<file path="src/inc/dbcsr_pkg.sv">
// Package: register map, field layout and types of the dual buck command/status bank
package dbcsr_pkg;

    // ------------------------------------------------------------
    // Register offsets
    // ------------------------------------------------------------
    localparam logic [7:0] DBCSR_CH1_COMMAND_ADDR = 8'h02;
    localparam logic [7:0] DBCSR_CH2_COMMAND_ADDR = 8'h03;
    localparam logic [7:0] DBCSR_STATUS_ADDR = 8'h04;

    // ------------------------------------------------------------
    // Field positions and reset values
    // ------------------------------------------------------------
    localparam int DBCSR_SLEW_LSB = 4;
    localparam int DBCSR_SLEW_MSB = 6;
    localparam int DBCSR_MODE_LSB = 1;
    localparam int DBCSR_MODE_MSB = 2;
    localparam int DBCSR_OFF_BIT = 0;
    localparam int DBCSR_HOT_BIT = 2;
    localparam int DBCSR_PG2_BIT = 1;
    localparam int DBCSR_PG1_BIT = 0;
    localparam logic [7:0] DBCSR_COMMAND_RESET = 8'h00;
    localparam logic [7:0] DBCSR_STATUS_RESET = 8'h00;
    localparam logic [6:0] DBCSR_TARGET_RESET = 7'h00;
    localparam logic [7:0] DBCSR_COMMAND_WMASK = 8'h77;
    localparam logic [7:0] DBCSR_STATUS_RMASK = 8'h07;

    // ------------------------------------------------------------
    // Encodings
    // ------------------------------------------------------------
    localparam logic [1:0] DBCSR_MODE_PIN = 2'h0;
    localparam logic [1:0] DBCSR_MODE_FIXED = 2'h1;
    localparam logic [1:0] DBCSR_MODE_SKIP = 2'h2;
    localparam logic [7:0] DBCSR_SLEW_CNT_RESET = 8'h00;

    typedef enum logic [1:0] {
        DBCSR_OP_FIXED = 2'h1,
        DBCSR_OP_SKIP = 2'h2
    } dbcsr_op_type;

    typedef struct packed {
        logic [2:0] slew;
        logic [1:0] mode;
        logic output_off;
    } dbcsr_chan_cfg_type;

    typedef struct packed {
        logic wr_strobe;
        logic [7:0] addr;
        logic [7:0] data;
    } dbcsr_wr_type;

    typedef struct packed {
        logic over_temp;
        logic ch2_ok;
        logic ch1_ok;
    } dbcsr_status_type;

endpackage

</file>
<file path="src/design/dbcsr_slew_stepper.sv">
// Per-channel 10 mV stepper that walks the live code toward the target code
`timescale 1ns/100ps
module dbcsr_slew_stepper (
    input wire logic sys_clk,
    input wire logic rst_b,
    input wire logic sw_cycle,
    input wire logic [2:0] slew,
    input wire logic [6:0] target_code,
    output logic [6:0] live_code
);

    logic [7:0] cnt;
    logic [7:0] next_cnt;
    logic [6:0] next_live_code;
    logic [7:0] period;

    // ------------------------------------------------------------
    // Pacing: one step per 2**slew switching cycles
    // ------------------------------------------------------------
    always_comb begin
        period = 8'h01 << slew;
        next_cnt = cnt;
        next_live_code = live_code;
        if (live_code == target_code) begin
            next_cnt = dbcsr_pkg::DBCSR_SLEW_CNT_RESET;
        end else if (sw_cycle) begin
            if (cnt + 8'h01 >= period) begin
                next_cnt = dbcsr_pkg::DBCSR_SLEW_CNT_RESET;
                next_live_code = (live_code < target_code) ? live_code + 7'h01 : live_code - 7'h01;
            end else begin
                next_cnt = cnt + 8'h01;
            end
        end
    end

    always_ff @(posedge sys_clk or negedge rst_b) begin
        if (!rst_b) begin
            cnt <= dbcsr_pkg::DBCSR_SLEW_CNT_RESET;
            live_code <= dbcsr_pkg::DBCSR_TARGET_RESET;
        end else begin
            cnt <= next_cnt;
            live_code <= next_live_code;
        end
    end

endmodule

</file>
<file path="src/design/dbcsr_regs.sv">
// Command and status register bank of the dual buck regulator controller
// Operation
// - Command bits 6..4 pick a step of 10 mV every 1,2,4,...,128 switching cycles for codes 000..111.
// - Mode field 00 hands the channel's mode to the external mode pin.
// - Mode 01 forces fixed frequency, 10 selects pulse skipping, 11 is reserved and must not be written.
// - Command bit 0 set disables the channel output, clear keeps it enabled, reset value 0.
// - Status bit 2 reads 1 while the die is over temperature.
// - Status bit 1 reads 1 while channel 2 is in its power-good window.
// - Status bit 0 reads 1 while channel 1 is in its power-good window.
// - With both hardware enable pins low no bus update is taken; software disables leave the bus working.
// - The 7-bit target code sets 0.68 V to 1.95 V in 10 mV steps, approached at the slew pace.
`timescale 1ns/100ps
module dbcsr_regs (
    input wire logic sys_clk,
    input wire logic rst_b,
    input wire dbcsr_pkg::dbcsr_wr_type bus_wr,
    input wire logic [7:0] bus_rd_addr,
    output logic [7:0] bus_rd_data,
    input wire logic channel1_hw_enable_pin,
    input wire logic channel2_hw_enable_pin,
    input wire logic mode_select_pin,
    input wire dbcsr_pkg::dbcsr_status_type status_in,
    input wire logic sw_cycle,
    input wire logic [6:0] channel1_target_code,
    input wire logic [6:0] channel2_target_code,
    output logic [6:0] channel1_live_code,
    output logic [6:0] channel2_live_code,
    output dbcsr_pkg::dbcsr_op_type channel1_op_mode,
    output dbcsr_pkg::dbcsr_op_type channel2_op_mode,
    output logic channel1_output_off,
    output logic channel2_output_off
);

    logic [7:0] channel1_command;
    logic [7:0] channel2_command;
    logic [7:0] system_status;
    logic [7:0] next_channel1_command;
    logic [7:0] next_channel2_command;
    logic [7:0] next_system_status;
    logic [7:0] next_bus_rd_data;
    dbcsr_pkg::dbcsr_op_type next_ch1_op;
    dbcsr_pkg::dbcsr_op_type next_ch2_op;
    dbcsr_pkg::dbcsr_chan_cfg_type cfg1;
    dbcsr_pkg::dbcsr_chan_cfg_type cfg2;
    logic wr_ok;
    logic [6:0] live1_raw;
    logic [6:0] live2_raw;
    logic wr_ch1_hit;
    logic wr_ch2_hit;
    logic next_channel1_output_off;
    logic next_channel2_output_off;
    logic [6:0] next_channel1_live_code;
    logic [6:0] next_channel2_live_code;

    // ------------------------------------------------------------
    // Write path
    // ------------------------------------------------------------
    // The serial engine delivers one strobe per completed address+data pair
    always_comb begin
        // Either enable pin high keeps the bank writable; only a full hardware shutdown locks it
        wr_ok = bus_wr.wr_strobe && (channel1_hw_enable_pin || channel2_hw_enable_pin);
        wr_ch1_hit = wr_ok && (bus_wr.addr == dbcsr_pkg::DBCSR_CH1_COMMAND_ADDR);
        wr_ch2_hit = wr_ok && (bus_wr.addr == dbcsr_pkg::DBCSR_CH2_COMMAND_ADDR);
        next_channel1_command = channel1_command;
        next_channel2_command = channel2_command;
        if (wr_ch1_hit) begin
            next_channel1_command = bus_wr.data & dbcsr_pkg::DBCSR_COMMAND_WMASK;
        end
        if (wr_ch2_hit) begin
            next_channel2_command = bus_wr.data & dbcsr_pkg::DBCSR_COMMAND_WMASK;
        end
    end

    always_ff @(posedge sys_clk or negedge rst_b) begin
        if (!rst_b) begin
            channel1_command <= dbcsr_pkg::DBCSR_COMMAND_RESET;
            channel2_command <= dbcsr_pkg::DBCSR_COMMAND_RESET;
        end else begin
            channel1_command <= next_channel1_command;
            channel2_command <= next_channel2_command;
        end
    end

    // ------------------------------------------------------------
    // Field decode
    // ------------------------------------------------------------
    always_comb begin
        cfg1.slew = channel1_command[dbcsr_pkg::DBCSR_SLEW_MSB:dbcsr_pkg::DBCSR_SLEW_LSB];
        cfg1.mode = channel1_command[dbcsr_pkg::DBCSR_MODE_MSB:dbcsr_pkg::DBCSR_MODE_LSB];
        cfg1.output_off = channel1_command[dbcsr_pkg::DBCSR_OFF_BIT];
        cfg2.slew = channel2_command[dbcsr_pkg::DBCSR_SLEW_MSB:dbcsr_pkg::DBCSR_SLEW_LSB];
        cfg2.mode = channel2_command[dbcsr_pkg::DBCSR_MODE_MSB:dbcsr_pkg::DBCSR_MODE_LSB];
        cfg2.output_off = channel2_command[dbcsr_pkg::DBCSR_OFF_BIT];
    end

    // Code 11 is not expected; it falls back to fixed frequency as the safe choice
    function automatic dbcsr_pkg::dbcsr_op_type dbcsr_pick_mode(input logic [1:0] field, input logic pin);
        dbcsr_pkg::dbcsr_op_type r;
        r = dbcsr_pkg::DBCSR_OP_FIXED;
        unique case (field)
            dbcsr_pkg::DBCSR_MODE_PIN: begin
                r = pin ? dbcsr_pkg::DBCSR_OP_SKIP : dbcsr_pkg::DBCSR_OP_FIXED;
            end
            dbcsr_pkg::DBCSR_MODE_FIXED: begin
                r = dbcsr_pkg::DBCSR_OP_FIXED;
            end
            dbcsr_pkg::DBCSR_MODE_SKIP: begin
                r = dbcsr_pkg::DBCSR_OP_SKIP;
            end
            default: begin
                r = dbcsr_pkg::DBCSR_OP_FIXED;
            end
        endcase
        return r;
    endfunction

    // ------------------------------------------------------------
    // Status capture
    // ------------------------------------------------------------
    // One snapshot of all three status bits per clock keeps a read coherent
    always_comb begin
        next_system_status = dbcsr_pkg::DBCSR_STATUS_RESET;
        next_system_status[dbcsr_pkg::DBCSR_HOT_BIT] = status_in.over_temp;
        next_system_status[dbcsr_pkg::DBCSR_PG2_BIT] = status_in.ch2_ok;
        next_system_status[dbcsr_pkg::DBCSR_PG1_BIT] = status_in.ch1_ok;
    end

    always_ff @(posedge sys_clk or negedge rst_b) begin
        if (!rst_b) begin
            system_status <= dbcsr_pkg::DBCSR_STATUS_RESET;
        end else begin
            system_status <= next_system_status;
        end
    end

    // ------------------------------------------------------------
    // Read path
    // ------------------------------------------------------------
    // Addresses without a register in this bank read as zero
    always_comb begin
        unique case (bus_rd_addr)
            dbcsr_pkg::DBCSR_CH1_COMMAND_ADDR: next_bus_rd_data = channel1_command;
            dbcsr_pkg::DBCSR_CH2_COMMAND_ADDR: next_bus_rd_data = channel2_command;
            dbcsr_pkg::DBCSR_STATUS_ADDR: next_bus_rd_data = system_status & dbcsr_pkg::DBCSR_STATUS_RMASK;
            default: next_bus_rd_data = 8'h00;
        endcase
    end

    always_ff @(posedge sys_clk or negedge rst_b) begin
        if (!rst_b) begin
            bus_rd_data <= 8'h00;
        end else begin
            bus_rd_data <= next_bus_rd_data;
        end
    end

    // ------------------------------------------------------------
    // Channel 1 outputs
    // ------------------------------------------------------------
    // Each output leaves from a flop here, one cycle after the command register or, for the live code, after the stepper
    always_comb begin
        next_ch1_op = dbcsr_pick_mode(cfg1.mode, mode_select_pin);
        next_channel1_output_off = cfg1.output_off;
        next_channel1_live_code = live1_raw;
    end

    always_ff @(posedge sys_clk or negedge rst_b) begin
        if (!rst_b) begin
            channel1_op_mode <= dbcsr_pkg::DBCSR_OP_FIXED;
            channel1_output_off <= 1'h0;
            channel1_live_code <= dbcsr_pkg::DBCSR_TARGET_RESET;
        end else begin
            channel1_op_mode <= next_ch1_op;
            channel1_output_off <= next_channel1_output_off;
            channel1_live_code <= next_channel1_live_code;
        end
    end

    // ------------------------------------------------------------
    // Channel 2 outputs
    // ------------------------------------------------------------
    always_comb begin
        next_ch2_op = dbcsr_pick_mode(cfg2.mode, mode_select_pin);
        next_channel2_output_off = cfg2.output_off;
        next_channel2_live_code = live2_raw;
    end

    always_ff @(posedge sys_clk or negedge rst_b) begin
        if (!rst_b) begin
            channel2_op_mode <= dbcsr_pkg::DBCSR_OP_FIXED;
            channel2_output_off <= 1'h0;
            channel2_live_code <= dbcsr_pkg::DBCSR_TARGET_RESET;
        end else begin
            channel2_op_mode <= next_ch2_op;
            channel2_output_off <= next_channel2_output_off;
            channel2_live_code <= next_channel2_live_code;
        end
    end

    // ------------------------------------------------------------
    // Slew pacing toward each target
    // ------------------------------------------------------------
    dbcsr_slew_stepper u_step1 (
        .sys_clk(sys_clk),
        .rst_b(rst_b),
        .sw_cycle(sw_cycle),
        .slew(cfg1.slew),
        .target_code(channel1_target_code),
        .live_code(live1_raw)
    );

    dbcsr_slew_stepper u_step2 (
        .sys_clk(sys_clk),
        .rst_b(rst_b),
        .sw_cycle(sw_cycle),
        .slew(cfg2.slew),
        .target_code(channel2_target_code),
        .live_code(live2_raw)
    );

endmodule

</file>
<file path="config.mk">
export PLATFORM = sky130hd
export DESIGN_NAME = dbcsr_regs
export DESIGN_NICKNAME = d
export VERILOG_FILES = /design/src/inc/dbcsr_pkg.sv /design/src/design/dbcsr_slew_stepper.sv /design/src/design/dbcsr_regs.sv
export SDC_FILE = /design/constraint.sdc
export NUM_CORES = 1
export LEC_CHECK = 0
export BUFFER_PORTS_ARGS = -buffer_cell sky130_fd_sc_hd__clkbuf_2
export CORE_MARGIN = 2
export CORE_UTILIZATION = 30
export CTS_CLUSTER_DIAMETER = 60
export DETAILED_ROUTE_END_ITERATION = 7
export SYNTH_ARGS = -nofsm -noshare
export SYNTH_HDL_FRONTEND = slang
export SYNTH_HIERARCHICAL = 1
export SYNTH_SLANG_ARGS = --single-unit
</file>
<file path="constraint.sdc">
create_clock -name sys_clk -period 3.65 [get_ports sys_clk]
set_input_delay 0.365 -clock sys_clk [delete_from_list [all_inputs] [get_ports sys_clk]]
set_output_delay 0.365 -clock sys_clk [all_outputs]
set_load 0.01 [all_outputs]
</file>
==> results of run 1 <==
==> path summary, 6_finish.rpt <==
| check | to | slack (ns) |
|---|---|---|
| setup / recovery | u_step2/live_code[6] | 0.78 |
| hold reg to reg | channel1_output_off | 0.40 |
| min in group asynchronous | u_step2/cnt[6] | 0.17 |
| hold / removal | system_status[0] | 0.14 |
| max in group asynchronous | channel1_op_mode[0] | 2.63 |
| setup reg to reg | u_step2/live_code[6] | 0.78 |
==> through the flow <==
step / util, % / worst slack (ns) / instances
3_5_place_dp: 34.9 / 0.728 / 618
4_1_cts: 37.0 / 0.774 / 634
2_1_floorplan: - / 1.01 / 375
5_1_grt: 37.0 / 0.567 / 634
6_report: 37.0 / 0.779 / 634
3_3_place_gp: 34.9 / 0.739 / 618
==> layout by cell type, fill, tap and decap left out, drive strengths merged, types with 3 or more instances in the layout <==
cell    instances
mux2i           3
inv            18
xnor2          14
xor2            8
nor3            5
clkbuf         83
o21bai          4
mux2           17
nand2b          9
ha             44
dfrtp          69
a22o           10
a22oi           3
o21ai          20
nor2           26
or2             3
a211oi          6
or3             3
nor4            3
nand3b          9
a21oi          26
a21o            8
buf             3
nand2          32
nand3          10
==> power breakdown <==
group	leakage [nW]	total (mW)	switching, mW	internal [mW]
logic	1.42	1.45	0.753	0.693
registers	0.916	1.13	0.155	0.978
clock network	0.136	0.806	0.312	0.495
total	2.47	3.39	1.22	2.17
==> flip-flops by register name, summed over array words and instances, names as in the netlist, 2 cells and up <==
signal              cells
channel2_command        6
u_step1/cnt             8
system_status           3
u_step2/cnt             8
u_step1/live_code       7
u_step2/live_code       7
channel1_live_code      7
channel1_op_mode        2
bus_rd_data             6
channel2_op_mode        2
channel1_command        6
channel2_live_code      7
==> critical path, delay by kind of cell, from the launching register on <==
kind,cells,cell delay [ns]
and+or+nand+nor,3,0.70
adders and majority gates,2,0.78
DFF,1,0.41
xor gates and xnor gates,2,0.26
AOI/OAI and AO/OA,4,0.62
==> cells by family (layout without fill, tap and decap cells) <==
group / after synthesis / in the layout / synth area share (%)
AOI/OAI and AO/OA: 79 / 79 / 13.9
xor gates and xnor gates: 22 / 22 / 4.68
adders and majority gates: 46 / 46 / 14.3
buffers and inverters: 24 / 107 / 2.92
DFF: 71 / 71 / 43.2
muxes: 20 / 20 / 6.11
other: 1 / 2 / 0.0911
and+or+nand+nor: 111 / 111 / 14.7
==> per-layer routing <==
layer	vias up	part of all wire [%]	GRT usage (%)
met1	1398	46	15.4
met5	-	0	0
met2	29	50	18.9
met3	10	2.3	2.77
li1	1474	-	-
met4	0	1.7	4.74
==> final cells by class <==
| cell class | count | area share, % |
|---|---|---|
| Clock buffer | 13 | 5.27 |
| Clock inverter | 3 | 0.355 |
| Inverter | 18 | 1.37 |
| Multi-Input combinational cell | 280 | 45.0 |
| Sequential cell | 71 | 36.0 |
| Tap cell | 176 | 4.46 |
| Timing Repair Buffer | 73 | 7.50 |
==> metrics.csv, run 1 <==
metric,value,unit
worstPathCellList,"ha_1, nand4_2, a21oi_1, or3_4, fa_1, a211oi_1, o21bai_1, a21oi_1, xnor2_1, nand2b_1, xnor2_1",
ctsResizeCount,0,
ys_dominant_reg_cell,dfrtp_1,
status,"finished, final reports clean",
vias,2911,
startpoint_type,flip-flop,
grt_max_degree,40,
cellPowerDensity,686,mW/mm2
grt_pass1_wl,13.9,mm
drtPass1Iterations,4,
fin_nets,547,
drive_gt1_share,27.5,%
drcViolationCount,0,
hpwl,6.21,mm
crit_path_max_fanout,8,
yosysTopAreaCellShare,41.9,%
multi_input_area,0.00222,mm2
seq_area_frac_synth,43.2,%
numCtsBuffers,9,
synth_edf_count,0,
cts_max_level,3,
netlist_instances,374,
drv_slew,0,
fin_worst_skew,0.00544,ns
setup_tns,0,ns
cp_slowest_cell,fa_1,
maxCapViolations,0,
pin_count,76,
min_path_cells,1,
synthTopCellsByArea,"dfrtp_1 42%, ha_1 13%, xnor2_1 3.0%",
finalHoldViolCount,0,
hold_class,in -> reg,
p_total,3.39,mW
dpl_cell_area,0.00466,mm2
yosys.area.top_type,dfrtp_1,
track_usage,11.8,%
async_flop_share,100,%
slowest_delay,0.45,ns
rsz0062_at_grt,false,
path_clk_slew,0.05,ns
path_class,reg -> reg,
final_antenna_net_count,0,
synth_common_cells,"69 x dfrtp_1, 44 x ha_1, 32 x nand2_1",
wl,8.10,mm
synth-seq-cells,71,
gr-total-overflow,0,
r2r_start,u_step2/live_code[4],
wl_per_cell,12.8,um
max_slew_margin,40.7,%
fmax,348,MHz
yosysMostFrequentCell,dfrtp_1,
min_period_over_period,78.7,%
fp.dieW,121,um
cts_setup_buffers,0,
worstHoldStart,status_in[0],
vdd_drop_max,0.229,mV
area_growth,19.9,%
avgSynthCellArea,11.0,um2
power_leakage,2.47,nW
crit_arrival,3.09,ns
start_util,30.8,%
ff2ff_path_depth,11,
min_period,2.87,ns
dieArea,0.0147,mm2
grt_pass1_vias,2935,
synth_cell_types,48,
crit_start,u_step2/live_code[4],
cts_hold_buf,0,
yosys_warnings,6,
n_antenna_cell,0,
cts.sinks,71,
via_per_inst,4.59,
io_buffers,71,
fin_area,0.00494,mm2
dr.first_iter.drc_count,121,
grt_antenna_before_repair,0,
required,3.87,ns
nFillCells,1339,
hold_ws,0.140,ns
cts_buffer_depth,2,
seq_area,0.00178,mm2
gp_congestion,0.811,
setup_viol,0,
end_kind,flip-flop,
clk-insertion-delay-late,0.33,ns
core-area,0.0133,mm2
clockRootBuffer,clkbuf_16,
cts_tree,yes,
die_h,121,um
tightest_slew,0.890,ns
num_rows,42,
syn-cell-area,0.00412,mm2
Note: power is estimated with default switching activity, not from simulation.
==> run 2, diff against run 1 <==
--- a/config.mk
+++ b/config.mk
@@ -5,6 +5,7 @@
 export SDC_FILE = /design/constraint.sdc
 export NUM_CORES = 1
 export LEC_CHECK = 0
+export ABC_AREA = 1
 export BUFFER_PORTS_ARGS = -buffer_cell sky130_fd_sc_hd__clkbuf_2
 export CORE_MARGIN = 2
 export CORE_UTILIZATION = 30
==> constraint.sdc (replaced) <==
create_clock -name sys_clk -period 2.35 [get_ports sys_clk]
set_input_delay 0.235 -clock sys_clk [delete_from_list [all_inputs] [get_ports sys_clk]]
set_output_delay 0.235 -clock sys_clk [all_outputs]
set_load 0.01 [all_outputs]
==> run 2 against run 1 <==
- clock skew rose by 0.0017 ns
- cell count up 30%
- critical endpoint is now u_step1/live_code[4]
- worst setup slack lost 0.71 ns
- sequential share of layout area fell by 5.0 points
- sequential power grew 43%
- count of clock-buffer cells in the layout fell by 4
- critical path type unchanged
==> metrics.csv, run 2 <==
metric,value,unit
cts_tree,yes,
synth_xor_area_share,3.62,%
netlist_instances,527,
grt_antenna_before_repair,0,
maxCapViolations,0,
cellPowerDensity,1070,mW/mm2
async_flop_share,100,%
synthAdderAreaFrac,13.7,%
rr_endpoint,u_step1/live_code[4],
p_total,6.18,mW
tightest_slew,0.533,ns
slowest_delay,0.40,ns
synth-seq-cells,71,
via_per_inst,4.53,
die_h,124,um
cts_max_level,3,
rsz0062_at_grt,true,
yosysTopAreaCellShare,39.9,%
gr-usage-met1,16.3,%
yosys.area.top_type,dfrtp_1,
vias,3741,
fp.dieW,124,um
grt_max_degree,40,
crit_path_max_fanout,8,
num_rows,43,
clockRootBuffer,clkbuf_16,
vdd_drop_max,0.319,mV
avgSynthCellArea,8.21,um2
hpwl,7.17,mm
drive_gt1_share,30.0,%
startpoint_type,flip-flop,
hold_ws,0.144,ns
area_growth,33.0,%
min_period_over_period,97.1,%
fmax,438,MHz
end_kind,flip-flop,
r2r_start,u_step1/cnt[1],
syn-cell-area,0.00432,mm2
dieArea,0.0154,mm2
synth_common_cells,"158 x nand2_1, 69 x dfrtp_1, 63 x nand3_1",
core-area,0.0140,mm2
synth_edf_count,0,
grt_pass1_wl,16.1,mm
gr-total-overflow,0,
drv_slew,0,
worstPathCellList,"ha_2, nand3_2, nand3b_1, xnor2_2, ha_1, nand2_2, nor2_2, nor3_2, nand2_1, nand2_2, buf_8, nand2_2, o21ai_1",
n_antenna_cell,0,
numCtsBuffers,9,
seq_area_frac_synth,41.1,%
wl_per_cell,11.6,um
power_leakage,3.15,nW
max_slew_margin,64.4,%
yosysMostFrequentCell,nand2_1,
io_buffers,71,
finalHoldViolCount,0,
wl,9.59,mm
seq_area,0.00178,mm2
gp_congestion,0.835,
cts.sinks,71,
synth_compound_area_share,3.88,%
drcViolationCount,0,
pin_count,76,
layout_commonest_cell,nand2_1,
required,2.62,ns
ys_dominant_reg_cell,dfrtp_1,
drtPass1Iterations,5,
synth_top_family_by_area,simple AND/OR/NAND/NOR gates,
final_cell_mix,"146 x nand2_1, 70 x clkbuf_2, 66 x dfrtp_1, 60 x nand3_1, 56 x inv_1",
holdPathEnd,channel2_command[2],
path_class,reg -> reg,
synth_cell_types,33,
status,"finished, final reports clean",
path_clk_slew,0.07,ns
grt-busiest-layer,met2,
ff2ff_path_depth,13,
multi_input_area,0.00250,mm2
grt_pass1_vias,3697,
clk-insertion-delay-late,0.34,ns
synth_mux_area_share,0,%
crit_arrival,2.55,ns
worstHoldStart,bus_wr[2],
synthTopCellsByArea,"dfrtp_1 40%, nand2_1 14%, ha_1 13%",
track_usage,13.2,%
dr.first_iter.drc_count,171,
setup_viol,0,
min_path_cells,3,
min_period,2.28,ns
yosys_warnings,6,
r2r_setup_slack,0.07,ns
fin_nets,735,
final_antenna_net_count,0,
cts_buffer_depth,2,
start_util,30.9,%
fin_worst_skew,0.00710,ns
nFillCells,1393,
gr-usage-met3,2.61,%
cpMostUsedCell,nand2_2,
hold_class,in -> reg,
synthSimpleGateAreaFrac,30.6,%
top_regs,"u_step1/cnt (8), u_step2/cnt (8)",
globalRouteMet2Util,22.7,%
cp_slowest_cell,dfrtp_1,
[run 2: worst max path at each step]
| stage | start | end | slack, ns |
|---|---|---|---|
| 4_1_cts | u_step2/live_code[6] | u_step2/live_code[3] | 0.005 |
| 3_3_place_gp | u_step1/live_code[2] | u_step1/live_code[6] | 0.004 |
| 3_5_place_dp | u_step1/live_code[6] | u_step1/live_code[6] | -0.03 |
| 5_1_grt | u_step1/live_code[2] | u_step1/live_code[6] | -0.10 |
| 6_report | u_step1/cnt[1] | u_step1/live_code[4] | 0.07 |
| 2_1_floorplan | u_step1/live_code[6] | u_step1/live_code[3] | 0.12 |
[run 2: cell families (layout without fill, tap and decap cells)]
logic type / count (synthesis) / count (layout)
AO/OA/AOI/OAI: 32 / 32
XOR/XNOR: 17 / 17
other: 1 / 2
buffers and inverters: 72 / 190
AND/OR/NAND/NOR: 288 / 288
flip-flops: 71 / 71
adder cells (fa/ha/maj): 46 / 46
[run 2: layout make-up]
class | count | area share [%]
flip-flops and latches | 71 | 31.0
well taps | 180 | 3.91
multi-input cells | 385 | 43.4
repair buffers | 107 | 11.4
inverters | 67 | 4.46
clock buffers | 9 | 3.91
clock inverters | 7 | 1.89
[run 2: worst max-delay path: cells and delay by family (launching register included)]
kind | cells | cell delay [ns]
and+or+nand+nor | 8 | 0.88
xor gates and xnor gates | 1 | 0.22
buffers and inverters | 1 | 0.15
AOI/OAI and AO/OA | 1 | 0.06
adders and majority gates | 2 | 0.50
DFF | 1 | 0.40
[run 2: layer usage]
metal	vias to the layer above	wire, um
li1	1925	-
met1	1746	4270
met2	57	4800
met3	13	349
met4	0	170
met5	-	0
[run 2: where the power goes]
part           switching [mW]  internal, mW  leakage (nW)
Sequential              0.122          1.50         0.918
Combinational            1.61          1.42          2.07
Clock                   0.582         0.954         0.164
Total                    2.32          3.87          3.15
[run 2: what timing repair did]
action / 4_1_cts / 5_1_grt
resized for setup: 2 / 53
buffers inserted: 0 / 6
endpoints found under the hold margin: 71 / 1
pin swaps: 0 / 17
endpoints found under the setup margin: 4 / 30
hold buffers: 3 / 1
[run 2: through the flow]
stage | TNS (ns) | std cells | cell area, um2 | worst slack, ns | utilization (%)
floorplan | 0 | 528 | 4330 | 0.122 | -
global placement | 0 | 800 | 5070 | 0.00420 | 36.2
detailed placement | -0.0412 | 800 | 5070 | -0.0256 | 36.2
CTS | 0 | 819 | 5440 | 0.00474 | 38.9
global route | -1.14 | 826 | 5750 | -0.104 | 41.1
finish | 0 | 826 | 5750 | 0.0675 | 41.1
